### src/logic/aic_pkg.sv
// Shared constants for the analog input conditioning block: register map,
// reset values, setting limits, selector encodings and timing counts.
// Assumes a 40 MHz mclk and 16-bit parameter words.
package aic_pkg;

  // Geometry
  localparam int NUM_AIN = 2;
  localparam int NUM_FUNC = 14;
  localparam int FILTER_SHIFT = 8;

  // Parameter addresses, one word each, index 0 is input one
  localparam logic [1:0][15:0] ADDR_FSEL = {16'h0301, 16'h0300};
  localparam logic [1:0][15:0] ADDR_BIAS = {16'h0303, 16'h0302};
  localparam logic [1:0][15:0] ADDR_BMODE = {16'h0308, 16'h0304};
  localparam logic [15:0] ADDR_NFR = 16'h030a;
  localparam logic [1:0][15:0] ADDR_GAIN = {16'h030c, 16'h030b};
  localparam logic [1:0][15:0] ADDR_FTIME = {16'h0310, 16'h030f};
  localparam logic [15:0] ADDR_ADD = 16'h0312;
  localparam logic [15:0] ADDR_LOSS = 16'h0313;

  // Reset and parameter-reset values
  localparam logic [1:0][15:0] FSEL_RST = {16'h0000, 16'h0001};
  localparam logic [15:0] BIAS_RST = 16'h0000;
  localparam logic [15:0] BMODE_RST = 16'h0000;
  localparam logic [15:0] GAIN_RST = 16'h03e8;
  localparam logic [15:0] FTIME_RST = 16'h0001;
  localparam logic [15:0] NFR_RST = 16'h0000;
  localparam logic [15:0] ADD_RST = 16'h0000;
  localparam logic [15:0] LOSS_RST = 16'h0000;

  // Accepted ranges: bias and gain in 0.1 %, filter time in 0.01 s
  localparam logic [15:0] FSEL_MAX = 16'h000d;
  localparam logic signed [15:0] BIAS_MAX = 16'sh03e8;
  localparam logic [15:0] BMODE_MAX = 16'h0004;
  localparam logic signed [15:0] GAIN_MAX = 16'sh1388;
  localparam logic [15:0] FTIME_MAX = 16'h07d0;
  localparam logic [15:0] FLAG_MAX = 16'h0001;
  localparam logic [15:0] LOSS_MAX = 16'h0003;

  // Arithmetic: gain unit is 100.0 %, results saturate to 16 bits
  localparam logic signed [33:0] PCT_ONE = 34'sh003e8;
  localparam logic signed [15:0] SAT_MAX = 16'sh7fff;
  localparam logic signed [15:0] SAT_MIN = -16'sh7fff;

  // Filter: one 0.01 s unit of time constant spread over 2^FILTER_SHIFT steps
  localparam int CLK_HZ = 40_000_000;
  localparam int FILTER_UNIT_MS = 10;
  localparam int FILTER_STEP_CYC = (FILTER_UNIT_MS * (CLK_HZ / 1000)) >> FILTER_SHIFT;

  // Current loop loss: threshold in 0.01 mA, must persist for the hold time
  localparam logic [15:0] LOSS_THRESH = 16'h015e;
  localparam int LOSS_HOLD_MS = 100;
  localparam int LOSS_HOLD_CYC = LOSS_HOLD_MS * (CLK_HZ / 1000);

  // Fault code shown on a stopping loss; value is arbitrary
  localparam logic [7:0] LOSS_FAULT_CODE = 8'h5a;

  // Function served by an input
  typedef enum logic [3:0] {
    FN_NONE, FN_FREQ, FN_TORQUE, FN_TQ_COMP, FN_PID_TARGET, FN_PID_FB, FN_THERMISTOR,
    FN_POS_TQ_LIM, FN_NEG_TQ_LIM, FN_REGEN_TQ_LIM, FN_BOTH_TQ_LIM, FN_RTD, FN_AUX_FREQ,
    FN_PID_COMP
  } aic_func_t;

  // Bias application mode
  typedef enum logic [2:0] {
    BM_NONE, BM_AT_OR_BELOW, BM_AT_OR_ABOVE, BM_ABS_CENTRE, BM_BIAS_CENTRE
  } aic_bias_mode_t;

  // Action on current loop loss
  typedef enum logic [1:0] {LA_NONE, LA_HOLD, LA_DECEL, LA_STOP} aic_loss_act_t;

endpackage : aic_pkg

### src/logic/aic_cond_if.sv
// Carrier between the parameter core and one conditioning channel.
// Assumes the core drives settings and samples, the channel drives result.
interface aic_cond_if;
  logic signed [15:0] sample;
  logic sample_valid;
  logic signed [15:0] bias;
  aic_pkg::aic_bias_mode_t bias_mode;
  logic signed [15:0] gain;
  logic [15:0] filter_time;
  logic signed [15:0] result;

  modport ctrl (output sample, sample_valid, bias, bias_mode, gain, filter_time,
    input result);
  modport chan (input sample, sample_valid, bias, bias_mode, gain, filter_time,
    output result);
endinterface : aic_cond_if

### src/logic/aic_chan.sv
// One conditioning channel: bias by mode, then gain, then low-pass filter.
// Assumes samples arrive on mclk with a one-cycle valid strobe.
module aic_chan #(
  parameter int unsigned STEP_CYC = aic_pkg::FILTER_STEP_CYC
) (
  // Clock and reset
  input wire logic mclk,
  input wire logic rst,
  // Settings, sample and result
  aic_cond_if.chan cond
);

  localparam int FW = 16 + aic_pkg::FILTER_SHIFT;

  logic signed [17:0] x;
  logic signed [17:0] b;
  logic signed [17:0] abs_b;
  logic signed [17:0] sum;
  logic signed [17:0] biased;
  logic signed [33:0] prod;
  logic signed [33:0] scaled;
  logic signed [15:0] next_gained;
  logic signed [15:0] gained;
  logic signed [FW-1:0] target;
  logic signed [FW-1:0] delta;
  logic signed [FW-1:0] acc;
  logic [31:0] limit;
  logic [31:0] cnt;
  logic step;
  logic nudge;

  // Bias stage, widened so no sum can wrap
  assign x = 18'(cond.sample);
  assign b = 18'(cond.bias);
  assign abs_b = b[17] ? -b : b;
  assign sum = x + b;

  // Bias mode selects how the offset shapes the input
  always_comb begin
    unique case (cond.bias_mode)
      aic_pkg::BM_NONE: biased = x;
      aic_pkg::BM_AT_OR_BELOW: biased = (sum > b) ? b : sum;
      aic_pkg::BM_AT_OR_ABOVE: biased = (sum < b) ? b : sum;
      aic_pkg::BM_ABS_CENTRE: biased = x - abs_b;
      aic_pkg::BM_BIAS_CENTRE: biased = x - b;
      default: biased = x;
    endcase
  end

  // Gain after bias, saturated so large gains clip instead of wrapping
  assign prod = biased * cond.gain;
  assign scaled = prod / aic_pkg::PCT_ONE;
  assign next_gained = (scaled > 34'(aic_pkg::SAT_MAX)) ? aic_pkg::SAT_MAX :
    (scaled < 34'(aic_pkg::SAT_MIN)) ? aic_pkg::SAT_MIN : scaled[15:0];

  always_ff @(posedge mclk) begin
    if (rst) begin
      gained <= '0;
    end else if (cond.sample_valid) begin
      gained <= next_gained;
    end
  end

  // Filter step timing scales with the programmed time constant
  assign limit = 32'(cond.filter_time) * 32'(STEP_CYC);
  assign step = (cnt + 32'h1) >= limit;
  assign target = FW'(gained) <<< aic_pkg::FILTER_SHIFT;
  assign delta = (target - acc) >>> aic_pkg::FILTER_SHIFT;
  // Floor shift stalls a rising output one step short; creep the last bit in
  assign nudge = (delta == '0) && (target > acc);

  always_ff @(posedge mclk) begin
    if (rst || step) begin
      cnt <= '0;
    end else begin
      cnt <= cnt + 32'h1;
    end
  end

  // First-order filter; a zero time constant passes the input straight on
  always_ff @(posedge mclk) begin
    if (rst) begin
      acc <= '0;
    end else if (cond.filter_time == '0) begin
      acc <= target;
    end else if (step) begin
      acc <= acc + delta + FW'(nudge);
    end
  end

  assign cond.result = acc[FW-1:aic_pkg::FILTER_SHIFT];

endmodule : aic_chan

### src/logic/aic_loss_det.sv
// Current loop loss detector for the 4-20 mA input.
// Assumes the loop current arrives on mclk in 0.01 mA units.
module aic_loss_det #(
  parameter int unsigned HOLD_CYC = aic_pkg::LOSS_HOLD_CYC
) (
  // Clock and reset
  input wire logic mclk,
  input wire logic rst,
  // Measurement
  input wire logic current_mode,
  input wire logic [15:0] loop_current,
  // Result
  output logic lost
);

  logic [31:0] low_cnt;
  logic below;
  logic held;

  // A short dip is not a loss; the level must stay low for the hold time
  assign below = current_mode && (loop_current < aic_pkg::LOSS_THRESH);
  assign held = low_cnt >= 32'(HOLD_CYC - 1);

  always_ff @(posedge mclk) begin
    if (rst || !below) begin
      low_cnt <= '0;
    end else if (!held) begin
      low_cnt <= low_cnt + 32'h1;
    end
  end

  always_ff @(posedge mclk) begin
    if (rst) begin
      lost <= 1'b0;
    end else begin
      lost <= below && held;
    end
  end

endmodule : aic_loss_det

### src/logic/aic_top.sv
// Analog input conditioning: parameter words, two conditioning channels,
// function routing, direction handling and current loop loss reaction.
// Assumes a parameter host on mclk and converter samples already on mclk.
module aic_top #(
  parameter int unsigned LOSS_HOLD_CYC = aic_pkg::LOSS_HOLD_CYC,
  parameter int unsigned FILTER_STEP_CYC = aic_pkg::FILTER_STEP_CYC
) (
  // Clock and reset
  input wire logic mclk,
  input wire logic rst,
  // Parameter word port
  input wire logic reg_wr,
  input wire logic reg_rd,
  input wire logic [15:0] reg_addr,
  input wire logic [15:0] reg_wdata,
  output logic [15:0] reg_rdata,
  output logic reg_ack,
  output logic reg_reject,
  // Drive state
  input wire logic motor_running,
  input wire logic parameter_reset_command,
  input wire logic keypad_reverse,
  // Converter samples, 0.1 percent units
  input wire logic signed [15:0] analog_input_one,
  input wire logic signed [15:0] analog_input_two,
  input wire logic sample_valid,
  input wire logic ain2_current_mode,
  input wire logic [15:0] ain2_loop_current,
  // Routed function values
  output logic [aic_pkg::NUM_FUNC-1:1][15:0] func_value,
  output logic [aic_pkg::NUM_FUNC-1:1] func_active,
  // Speed command and loss reaction
  output logic [15:0] freq_command,
  output logic run_reverse,
  output logic loss_detected,
  output logic loss_hold_freq,
  output logic loss_decel,
  output logic loss_stop,
  output logic [7:0] signal_loss_fault_code
);

  // Parameter words, index 0 is input one
  logic [15:0] fsel [aic_pkg::NUM_AIN];
  logic [15:0] bias [aic_pkg::NUM_AIN];
  logic [15:0] bmode [aic_pkg::NUM_AIN];
  logic [15:0] gain [aic_pkg::NUM_AIN];
  logic [15:0] ftime [aic_pkg::NUM_AIN];
  logic [15:0] nfr;
  logic [15:0] add_en;
  logic [15:0] loss_act;

  // Decode
  logic [aic_pkg::NUM_AIN-1:0] hit_fsel;
  logic [aic_pkg::NUM_AIN-1:0] hit_bias;
  logic [aic_pkg::NUM_AIN-1:0] hit_bmode;
  logic [aic_pkg::NUM_AIN-1:0] hit_gain;
  logic [aic_pkg::NUM_AIN-1:0] hit_ftime;
  logic hit_nfr;
  logic hit_add;
  logic hit_loss;
  logic mapped;
  logic signed [15:0] wsigned;
  logic fsel_ok;
  logic bias_ok;
  logic bmode_ok;
  logic gain_ok;
  logic ftime_ok;
  logic flag_ok;
  logic loss_ok;
  logic value_ok;
  logic run_block;
  logic wr_accept;
  logic [15:0] rd_part [aic_pkg::NUM_AIN];
  logic [15:0] rd_value;

  // Datapath
  logic signed [15:0] ain_sample [aic_pkg::NUM_AIN];
  logic signed [15:0] cond_out [aic_pkg::NUM_AIN];
  logic signed [16:0] wide_sum;
  logic signed [15:0] sum_sat;
  logic signed [15:0] src [aic_pkg::NUM_AIN];
  logic [15:0] route_val [aic_pkg::NUM_FUNC];
  logic route_act [aic_pkg::NUM_FUNC];
  logic lost;
  aic_pkg::aic_loss_act_t act;
  logic signed [15:0] freq_src;
  logic freq_neg;
  logic allow_rev;
  logic [15:0] next_freq;
  logic next_reverse;
  logic hold_now;
  logic decel_now;
  logic stop_now;
  logic next_stop;
  logic kp_rev_meta;
  logic kp_rev_sync;

  aic_cond_if cond [aic_pkg::NUM_AIN] ();

  // Address decode per input, each word sits at its printed address
  genvar gi;
  generate
    for (gi = 0; gi < aic_pkg::NUM_AIN; gi++) begin : g_dec
      assign hit_fsel[gi] = reg_addr == aic_pkg::ADDR_FSEL[gi];
      assign hit_bias[gi] = reg_addr == aic_pkg::ADDR_BIAS[gi];
      assign hit_bmode[gi] = reg_addr == aic_pkg::ADDR_BMODE[gi];
      assign hit_gain[gi] = reg_addr == aic_pkg::ADDR_GAIN[gi];
      assign hit_ftime[gi] = reg_addr == aic_pkg::ADDR_FTIME[gi];
      assign rd_part[gi] = ({16{hit_fsel[gi]}} & fsel[gi]) |
        ({16{hit_bias[gi]}} & bias[gi]) | ({16{hit_bmode[gi]}} & bmode[gi]) |
        ({16{hit_gain[gi]}} & gain[gi]) | ({16{hit_ftime[gi]}} & ftime[gi]);
    end
  endgenerate

  assign hit_nfr = reg_addr == aic_pkg::ADDR_NFR;
  assign hit_add = reg_addr == aic_pkg::ADDR_ADD;
  assign hit_loss = reg_addr == aic_pkg::ADDR_LOSS;
  assign mapped = |{hit_fsel, hit_bias, hit_bmode, hit_gain, hit_ftime, hit_nfr, hit_add,
    hit_loss};

  // Addresses are exclusive, so an OR of masked words is the read mux
  assign rd_value = rd_part[0] | rd_part[1] | ({16{hit_nfr}} & nfr) |
    ({16{hit_add}} & add_en) | ({16{hit_loss}} & loss_act);

  // Range checks; an out-of-range value is refused, not clipped
  // so the mode and action casts never meet an unlisted code
  assign wsigned = reg_wdata;
  assign fsel_ok = reg_wdata <= aic_pkg::FSEL_MAX;
  assign bias_ok = (wsigned >= -aic_pkg::BIAS_MAX) && (wsigned <= aic_pkg::BIAS_MAX);
  assign bmode_ok = reg_wdata <= aic_pkg::BMODE_MAX;
  assign gain_ok = (wsigned >= -aic_pkg::GAIN_MAX) && (wsigned <= aic_pkg::GAIN_MAX);
  assign ftime_ok = reg_wdata <= aic_pkg::FTIME_MAX;
  assign flag_ok = reg_wdata <= aic_pkg::FLAG_MAX;
  assign loss_ok = reg_wdata <= aic_pkg::LOSS_MAX;
  assign value_ok = (|hit_fsel && fsel_ok) || (|hit_bias && bias_ok) ||
    (|hit_bmode && bmode_ok) || (|hit_gain && gain_ok) || (|hit_ftime && ftime_ok) ||
    ((hit_nfr || hit_add) && flag_ok) || (hit_loss && loss_ok);

  // Only the loss action word is locked while the motor runs
  // A refused write leaves the word as it was and answers with reject
  assign run_block = hit_loss && motor_running;
  assign wr_accept = reg_wr && mapped && value_ok && !run_block;

  // Per-input parameter words; the parameter reset command wins over a write
  always_ff @(posedge mclk) begin
    for (int i = 0; i < aic_pkg::NUM_AIN; i++) begin
      if (rst || parameter_reset_command) begin
        fsel[i] <= aic_pkg::FSEL_RST[i];
        bias[i] <= aic_pkg::BIAS_RST;
        bmode[i] <= aic_pkg::BMODE_RST;
        gain[i] <= aic_pkg::GAIN_RST;
        ftime[i] <= aic_pkg::FTIME_RST;
      end else if (wr_accept) begin
        if (hit_fsel[i]) fsel[i] <= reg_wdata;
        if (hit_bias[i]) bias[i] <= reg_wdata;
        if (hit_bmode[i]) bmode[i] <= reg_wdata;
        if (hit_gain[i]) gain[i] <= reg_wdata;
        if (hit_ftime[i]) ftime[i] <= reg_wdata;
      end
    end
  end

  // Shared words
  always_ff @(posedge mclk) begin
    if (rst || parameter_reset_command) begin
      nfr <= aic_pkg::NFR_RST;
      add_en <= aic_pkg::ADD_RST;
      loss_act <= aic_pkg::LOSS_RST;
    end else if (wr_accept) begin
      if (hit_nfr) nfr <= reg_wdata;
      if (hit_add) add_en <= reg_wdata;
      if (hit_loss) loss_act <= reg_wdata;
    end
  end

  // Answer one cycle after each access; a write wins over a same-cycle read
  // Unmapped reads answer zero with reject, so a host can probe the map
  always_ff @(posedge mclk) begin
    if (rst) begin
      reg_ack <= 1'b0;
      reg_reject <= 1'b0;
      reg_rdata <= '0;
    end else begin
      reg_ack <= reg_wr || reg_rd;
      reg_reject <= reg_wr ? !wr_accept : (reg_rd && !mapped);
      reg_rdata <= (reg_rd && !reg_wr && mapped) ? rd_value : '0;
    end
  end

  // Conditioning channels
  assign ain_sample[0] = analog_input_one;
  assign ain_sample[1] = analog_input_two;

  generate
    for (gi = 0; gi < aic_pkg::NUM_AIN; gi++) begin : g_chan
      assign cond[gi].sample = ain_sample[gi];
      assign cond[gi].sample_valid = sample_valid;
      assign cond[gi].bias = bias[gi];
      assign cond[gi].bias_mode = aic_pkg::aic_bias_mode_t'(bmode[gi][2:0]);
      assign cond[gi].gain = gain[gi];
      assign cond[gi].filter_time = ftime[gi];
      assign cond_out[gi] = cond[gi].result;

      aic_chan #(
        .STEP_CYC(FILTER_STEP_CYC)
      ) u_chan (
        .mclk(mclk),
        .rst(rst),
        .cond(cond[gi])
      );
    end
  endgenerate

  // Summing; the total goes to input one's function and input two drops out
  // Saturation keeps two full-scale inputs from wrapping to the other sign
  assign wide_sum = 17'(cond_out[0]) + 17'(cond_out[1]);
  assign sum_sat = (wide_sum > 17'(aic_pkg::SAT_MAX)) ? aic_pkg::SAT_MAX :
    (wide_sum < 17'(aic_pkg::SAT_MIN)) ? aic_pkg::SAT_MIN : wide_sum[15:0];
  assign src[0] = add_en[0] ? sum_sat : cond_out[0];
  assign src[1] = cond_out[1];

  // Routing by selector; input one has priority if both pick one function
  // Unselected functions read zero with their active bit low
  assign route_val[0] = '0;
  assign route_act[0] = 1'b0;
  generate
    for (gi = 1; gi < aic_pkg::NUM_FUNC; gi++) begin : g_route
      logic pick1;
      logic pick2;
      assign pick1 = fsel[0] == 16'(gi);
      assign pick2 = (fsel[1] == 16'(gi)) && !add_en[0];
      assign route_val[gi] = pick1 ? src[0] : (pick2 ? src[1] : '0);
      assign route_act[gi] = pick1 || pick2;

      always_ff @(posedge mclk) begin
        if (rst) begin
          func_value[gi] <= '0;
          func_active[gi] <= 1'b0;
        end else begin
          func_value[gi] <= route_val[gi];
          func_active[gi] <= route_act[gi];
        end
      end
    end
  endgenerate

  // Current loop loss detection on input two
  aic_loss_det #(
    .HOLD_CYC(LOSS_HOLD_CYC)
  ) u_loss (
    .mclk(mclk),
    .rst(rst),
    .current_mode(ain2_current_mode),
    .loop_current(ain2_loop_current),
    .lost(lost)
  );

  // Loss reaction decode
  assign act = aic_pkg::aic_loss_act_t'(loss_act[1:0]);
  assign hold_now = lost && (act == aic_pkg::LA_HOLD);
  assign decel_now = lost && (act == aic_pkg::LA_DECEL);
  assign stop_now = lost && (act == aic_pkg::LA_STOP);

  // Stop latches until the loop is back and the motor has come to rest
  assign next_stop = stop_now || (loss_stop && (lost || motor_running));

  // Keypad and terminal direction arrives from pins; two flops before use
  always_ff @(posedge mclk) begin
    if (rst) begin
      kp_rev_meta <= 1'b0;
      kp_rev_sync <= 1'b0;
    end else begin
      kp_rev_meta <= keypad_reverse;
      kp_rev_sync <= kp_rev_meta;
    end
  end

  // Frequency command: sign handling and direction source
  assign freq_src = route_val[aic_pkg::FN_FREQ];
  assign freq_neg = freq_src[15];
  assign allow_rev = nfr[0];
  assign next_freq = !route_act[aic_pkg::FN_FREQ] ? '0 :
    !freq_neg ? freq_src : (allow_rev ? 16'(-freq_src) : '0);
  assign next_reverse = allow_rev ? (route_act[aic_pkg::FN_FREQ] && freq_neg) :
    kp_rev_sync;

  // Command outputs; hold freezes the last value, decel and stop force zero
  // Hold keeps direction too, so a lost loop never flips the motor
  always_ff @(posedge mclk) begin
    if (rst) begin
      freq_command <= '0;
      run_reverse <= 1'b0;
    end else if (hold_now) begin
      freq_command <= freq_command;
      run_reverse <= run_reverse;
    end else if (decel_now || next_stop) begin
      freq_command <= '0;
      run_reverse <= run_reverse;
    end else begin
      freq_command <= next_freq;
      run_reverse <= next_reverse;
    end
  end

  // Loss status flags; action 0 raises only the detection flag
  // Flags follow the detector each cycle; only the stop flag latches
  always_ff @(posedge mclk) begin
    if (rst) begin
      loss_detected <= 1'b0;
      loss_hold_freq <= 1'b0;
      loss_decel <= 1'b0;
      loss_stop <= 1'b0;
      signal_loss_fault_code <= '0;
    end else begin
      loss_detected <= lost;
      loss_hold_freq <= hold_now;
      loss_decel <= decel_now;
      loss_stop <= next_stop;
      signal_loss_fault_code <= next_stop ? aic_pkg::LOSS_FAULT_CODE : '0;
    end
  end

endmodule : aic_top

### config.mk
export PLATFORM = sky130hd
export DESIGN_NAME = aic_top
export DESIGN_NICKNAME = d
export VERILOG_FILES = /design/src/logic/aic_pkg.sv /design/src/logic/aic_cond_if.sv /design/src/logic/aic_chan.sv /design/src/logic/aic_loss_det.sv /design/src/logic/aic_top.sv
export SDC_FILE = /design/constraint.sdc
export NUM_CORES = 2
export LEC_CHECK = 0
export BUFFER_PORTS_ARGS = -buffer_cell sky130_fd_sc_hd__buf_4
export CELL_PAD_IN_SITES_DETAIL_PLACEMENT = 1
export CELL_PAD_IN_SITES_GLOBAL_PLACEMENT = 1
export CORE_MARGIN = 2
export CORE_UTILIZATION = 50
export CTS_CLUSTER_DIAMETER = 100
export DETAILED_ROUTE_END_ITERATION = 8
export PLACE_DENSITY_LB_ADDON = 0.1
export SLEW_MARGIN = 20
export SYNTH_ARGS = -nofsm -noshare
export SYNTH_HDL_FRONTEND = slang
export SYNTH_SLANG_ARGS = --single-unit
### constraint.sdc
create_clock -name mclk -period 61.8 [get_ports mclk]
set_clock_uncertainty 0.15 [all_clocks]
set_input_delay 6.18 -clock mclk [delete_from_list [all_inputs] [get_ports mclk]]
set_output_delay 6.18 -clock mclk [all_outputs]
set_load 0.01 [all_outputs]
Word level (Yosys, flattened, before mapping). Memory sizes are Yosys's and may differ from the RTL's. Cells that the tools add are included.

Bits in registers: 495. Memory bits (writable): 160. Logic and storage cells: 389. Memories: 5.

Memory list: bias (words 2, bits a word 16, read ports 2, clocked after Yosys merged registers in 0, write ports 2, line aic_top.sv:44) `logic [15:0] bias [aic_pkg::NUM_AIN];`; bmode (words 2, bits a word 16, read ports 2, clocked after Yosys merged registers in 0, write ports 2, line aic_top.sv:45) `logic [15:0] bmode [aic_pkg::NUM_AIN];`; fsel (words 2, bits a word 16, read ports 2, clocked after Yosys merged registers in 0, write ports 2, line aic_top.sv:43) `logic [15:0] fsel [aic_pkg::NUM_AIN];`; ftime (words 2, bits a word 16, read ports 2, clocked after Yosys merged registers in 0, write ports 2, line aic_top.sv:47) `logic [15:0] ftime [aic_pkg::NUM_AIN];`; gain (words 2, bits a word 16, read ports 2, clocked after Yosys merged registers in 0, write ports 2, line aic_top.sv:46) `logic [15:0] gain [aic_pkg::NUM_AIN];`.

Add/subtract/negate cells: 19. $mul: 4. Divide/modulo/power cells: 2. Order comparisons: 25. Equal/unequal tests: 50. Muxes and demuxes: 104. Bitwise logic cells: 38. Reductions and logical operators: 91.

Operators with widths (number): 2-to-1 mux 16 bit (47); AND 16 bit (13); equality test 16 x 10 -> 1 bit, second input constant (13); equality test 16 x 4 -> 1 bit, second input constant (12); OR 16 bit (12); case mux 18 bit (4 select lines) (2); equality test 16 x 3 -> 1 bit, second input constant (8); 2-to-1 mux 18 bit (6); adder 32 x 1 -> 32 bit, second input constant (3); 2-to-1 mux 24 bit (4); divider 34 x 11 -> 34 bit, second input constant (2); > comparator 34 x 16 -> 1 bit, second input constant (2); < comparator 34 x 16 -> 1 bit, second input constant (2); multiplier 18 x 16 -> 34 bit (2); equality test 16 x 2 -> 1 bit, second input constant (4); >= comparator 32 x 27 -> 1 bit (2); multiplier 16 x 10 -> 26 bit, second input constant (2); adder 16 x 16 -> 17 bit (3); adder 24 x 1 -> 24 bit (2); adder 24 bit (2); > comparator 24 bit (2); logical NOT 24 bit (2); subtractor 24 bit (2); 2-to-1 mux 1 bit (44); other kinds (35) (140).

Longest topological paths before layout.
Depth after elaboration: 15. Gate-level depth with buffers: 149. Depth with buffers taken out: 134.

Cells and area by module. Synthesis repeated with hierarchy kept, for this count alone.

Cell total of the unflattened synthesis: 10176. Area total of the unflattened synthesis: 84407.2 µm².

Modules (own cells, without submodules): aic_chan at g_chan[1].u_chan (times used 1, cells each 4041, area each 31669.1 µm², seq. area each 1441.4 µm²); aic_chan at g_chan[0].u_chan (times used 1, cells each 4021, area each 31624.1 µm², seq. area each 1441.4 µm²); aic_top (times used 1, cells each 1944, area each 19686.4 µm², seq. area each 11010.6 µm²); aic_loss_det (times used 1, cells each 170, area each 1427.6 µm², seq. area each 660.6 µm²).

Worst setup path after synthesis. Ideal clock, no wire load.

Path kind: input port to flip-flop. Start: input analog_input_two[2]. End: register g_chan[1].u_chan.gained[10]. Setup time: 0.103 ns. Arrival time: 35.904 ns. Required time: 61.547 ns. Path slack: 25.643 ns. Stages on the path: 133. Path through: ha_1 > clkbuf_1 > nor2_1 > nor2_1 > nor2_1 > nor2_1 > nor2_1 > nor2_1 > nor2_1 > nor2_1 > nor2_1 > nor2_1 > nor2_1 > nor2_1 > nor2_1 > nor2_1 > nor2_1 > nor2_1 > (+97 left out) > o311a_1 > a221oi_4 > mux2i_1 > xnor2_2 > a41oi_2 > and3_1 > o311a_1 > a221oi_1 > ha_1 > nand2_1 > nor3_1 > a31oi_1 > xnor2_1 > nand4_1 > or3_1 > o31a_1 > buf_4 > a2111oi_2.

Longest elaborated chain between the ends: 9.

Ends and longest elaborated chain: start, declared (line aic_top.sv:25) `input wire logic signed [15:0] analog_input_two,`; adder 16 x 16 -> 17 bit (line aic_chan.sv:36) `assign sum = x + b;`; < comparator 17 x 16 -> 1 bit / > comparator 17 x 16 -> 1 bit (equally long branches) (line aic_chan.sv:43, aic_chan.sv:42); 2-to-1 mux 18 bit, on equally long branches (line aic_chan.sv:43, aic_chan.sv:42); case mux 18 bit (4 select lines) (*) (line aic_chan.sv:40) `unique case (cond.bias_mode)`; multiplier 18 x 16 -> 34 bit (*) (line aic_chan.sv:51) `assign prod = biased * cond.gain;`; divider 34 x 11 -> 34 bit (*) (line aic_chan.sv:52) `assign scaled = prod / aic_pkg::PCT_ONE;`; < comparator 34 x 16 -> 1 bit (line aic_chan.sv:54) `(scaled < 34'(aic_pkg::SAT_MIN)) ? aic_pkg::SAT_MIN : scaled[15:0];`; 2-to-1 mux 16 bit (line aic_chan.sv:54); 2-to-1 mux 16 bit (*) (line aic_chan.sv:53) `assign next_gained = (scaled > 34'(aic_pkg::SAT_MAX)) ? aic_pkg::SAT_MAX :`; end signal, assigned (line aic_chan.sv:60) `gained <= next_gained;`; end, declared (line aic_chan.sv:23) `logic signed [15:0] gained;`.

Every way passes the cells marked *; elsewhere a longest branch is shown, timed or not. A chain may end at the register's enable or synchronous reset.

Worst setup path after layout.
Start: input analog_input_one[0]. End: register g_chan[0].u_chan.gained[1].

Longest elaborated chain between the ends: 9.

Ends and longest elaborated chain: start, declared (line aic_top.sv:24) `input wire logic signed [15:0] analog_input_one,`; adder 16 x 16 -> 17 bit (line aic_chan.sv:36); < comparator 17 x 16 -> 1 bit / > comparator 17 x 16 -> 1 bit (equally long branches) (line aic_chan.sv:43, aic_chan.sv:42); 2-to-1 mux 18 bit, on equally long branches (line aic_chan.sv:43, aic_chan.sv:42); case mux 18 bit (4 select lines) (*) (line aic_chan.sv:40); multiplier 18 x 16 -> 34 bit (*) (line aic_chan.sv:51); divider 34 x 11 -> 34 bit (*) (line aic_chan.sv:52); < comparator 34 x 16 -> 1 bit (line aic_chan.sv:54); 2-to-1 mux 16 bit (line aic_chan.sv:54); 2-to-1 mux 16 bit (*) (line aic_chan.sv:53); end signal, assigned (line aic_chan.sv:60); end, declared (line aic_chan.sv:23).

Marks and branches as above.

==> metrics <==
Post-Layout Cell Count 12500; register area 14600 um^2; Avg Inst Size Synth 8.20 um^2; proportion of layout cells with a drive suffix above 1 9.02%; Die ar. 169000 um^2; Final min period 44.67 ns; Post-DRT Antenna Nets 0; max-slew violations 0; deepest clock path buffer count 3; Critical Path RT 62.19 ns; R2R setup slack 21.93 ns; status completed; Main synth FF type dfxtp_1; Gate Count Post-Synth 10100; Placed Cells 12400; RePlAce Congestion 0.956; largest family of logic cells by synthesized area adder cells; Post-synth ARST share 0%; worst hold-check path type register to register; Clock Latency Late Sink 0.71 ns; Root Driver clkbuf_16; initial core utilization 50.2%; xor/xnor share of the synthesized area 6.07%; crit path max fanout 37; multi-input logic area 62800 um^2; Area contributors post-synth fa_1, dfxtp_1, ha_1; Finished Cell Area 90500 um^2; GRT Util Overall 35.5%; slowest CP cell mux2i_1; synthesis warning total 0; sequential cell area fraction in the yosys report 17.6%; critical path arrival 45.06 ns; Syn-to-layout area delta 9.33%; number of synthesized flops with an enable pin 160; Worst setup EP type register; first-pass GRT wire length 478000 um; cell depth of the worst flop-to-flop path 131; Max-slew headroom 19.5%; final hold viol count 0; most frequent cells after synthesis inv_1, nor2_1, nand2_1, fa_1, ha_1; initial antenna violation count 26; TritonCTS Buffers 74; fill cell count 20000; RSZ-0062 raised after global routing false; crit path kind primary input to register; Row Count 149; Post-CTS Hold Buffers 0; hold depth 2; hold path endpoint u_loss.low_cnt[26]; gr ovfl total 0; CTS clk-pin slew, worst paths 0.06 ns; post-synthesis simple-gate area fraction 20.5%; CP max stage delay 0.94 ns; most common cell in the netlist inv_1; H-tree levels 3; Top cell by count, worst path nor2_1; PortBufs 351; #FFs+latches synth 647; Die Ht 411 um; largest area contributor in the netlist fa_1; hold_sp u_loss.low_cnt[26]; CTS tree yes; Routed wire per std cell 24.4 um; Post-CTS Setup Bufs 0; Tcrit/Tclk final 72.3%; Vias/cell 6.33; Final nets 11700; RR Startpoint bias[0][1]; post-synthesis adder-cell area fraction 25.4%; post-synth top area share 15.7%; Initial DRC Count 6758; maxcap violations 0; Netlist Area Pre-Place 82800 um^2; final setup fails 0; R2R Path End g_chan[0].u_chan.gained[1]; core area 165000 um^2; I/O Pins 357; complex-gate fraction of the synthesized area 21.7%; routed wire length 307000 um; Cell Area, Placed 87800 um^2; Die Wd 411 um; Post-DP HPWL 240000 um; Resized cells post-CTS 0; vias in the first global route 83300; drt pass-1 iters 8; total negative slack 0 ns; Vias 79400; largest net degree at the start of global routing 99; Yosys cell types 145; multiplexer share of the synthesized area 1.54%; CP startpoint kind primary input; min setup slack post-route 17.13 ns; FMAX 22.4 MHz; Clock Sinks 647; Slew @ Worst Pin 1.20 ns; # DRC 0; DP Worst Slack 17.14 ns
[state kept, by name (all words and copies together), names as in the netlist, 13 cells and up]
name and cells:
func_value 208, g_chan.u_chan.cnt 64, g_chan.u_chan.acc 48, bias 32, bmode 32, fsel 32, ftime 32, g_chan.u_chan.gained 32
gain 32, u_loss.low_cnt 32, add_en 16, freq_command 16, loss_act 16, nfr 16, reg_rdata 16, func_active 13
[worst max-delay path, delay by kind of cell]
| family | cells | cell delay (ns) |
|---|---|---|
| AOI/OAI and AO/OA | 48 | 17.58 |
| and+or+nand+nor | 56 | 11.62 |
| adders and majority gates | 11 | 4.63 |
| muxes | 5 | 2.97 |
| buffers and inverters | 8 | 1.52 |
| xor gates and xnor gates | 2 | 0.44 |
[final cells by class]
type | count | share of cell area (%)
Multi-Input combinational cell | 7987 | 69.4
Sequential cell | 647 | 16.1
Inverter | 1074 | 4.45
Timing Repair Buffer | 496 | 4.12
Tap cell | 2189 | 3.03
Clock buffer | 92 | 2.24
Clock inverter | 44 | 0.629
Antenna cell | 17 | 0.0470
[worst max-delay path by stage]
stage                              from                           to  slack (ns)  cells after the start
finish              analog_input_one[0]   g_chan[0].u_chan.gained[1]       17.13                    130
global route        analog_input_one[0]   g_chan[0].u_chan.gained[1]       13.97                    130
CTS                 analog_input_two[0]   g_chan[1].u_chan.gained[2]       17.69                    128
detailed placement  analog_input_two[0]   g_chan[1].u_chan.gained[2]       17.14                    128
global placement    analog_input_one[0]   g_chan[0].u_chan.gained[3]       18.13                    129
floorplan           analog_input_two[2]  g_chan[1].u_chan.gained[10]       25.64                    133
[through the flow]
step | hold WS, ns | util [%]
after floorplan | 0.258 | -
after CTS | 0.284 | 54.9
after global routing | 0.297 | 54.9
after detailed placement | 0.271 | 53.3
after global placement | 0.265 | 53.3
final | 0.282 | 54.9
[cells by family after synthesis]
kind of cell	count (synthesis)
compound gates	2503
xor+xnor	568
fa+ha+maj	1294
buf+inv	1542
flops	647
mux	121
other cells	2
simple gates	3425
[layout by cell type, fill, tap and decap left out, types with 75 or more instances in the layout]
| cell type | count |
|---|---|
| xnor2_1 | 374 |
| fa_1 | 651 |
| mux2i_1 | 89 |
| nor3_1 | 211 |
| nand4_1 | 96 |
| dfxtp_1 | 487 |
| or3_1 | 75 |
| a21oi_1 | 518 |
| nand3_1 | 268 |
| and3_1 | 161 |
| a22oi_1 | 203 |
| nand2_1 | 788 |
| clkbuf_16 | 75 |
| nand2b_1 | 80 |
| xor2_1 | 185 |
| o21a_1 | 92 |
| nor2_1 | 899 |
| o211ai_1 | 88 |
| nor2b_1 | 109 |
| a211oi_1 | 119 |
| ha_1 | 636 |
| edfxtp_1 | 160 |
| and2_1 | 415 |
| a31oi_1 | 105 |
| buf_4 | 495 |
| a21o_1 | 171 |
| conb_1 | 76 |
| inv_1 | 1074 |
| o21ai_0 | 310 |
[layer usage]
layer	part of all wire (%)	vias up	global-route usage, %	wire, um
met3	7.1	795	5.08	21700
li1	-	35800	-	-
met2	47	2964	59.7	144000
met1	41	39800	44.9	125000
met5	0.025	-	0	78
met4	5.2	10	16.5	16000
Power is not shown: default switching activity piles up to over one toggle a cycle in this logic, so the estimate is an artifact.
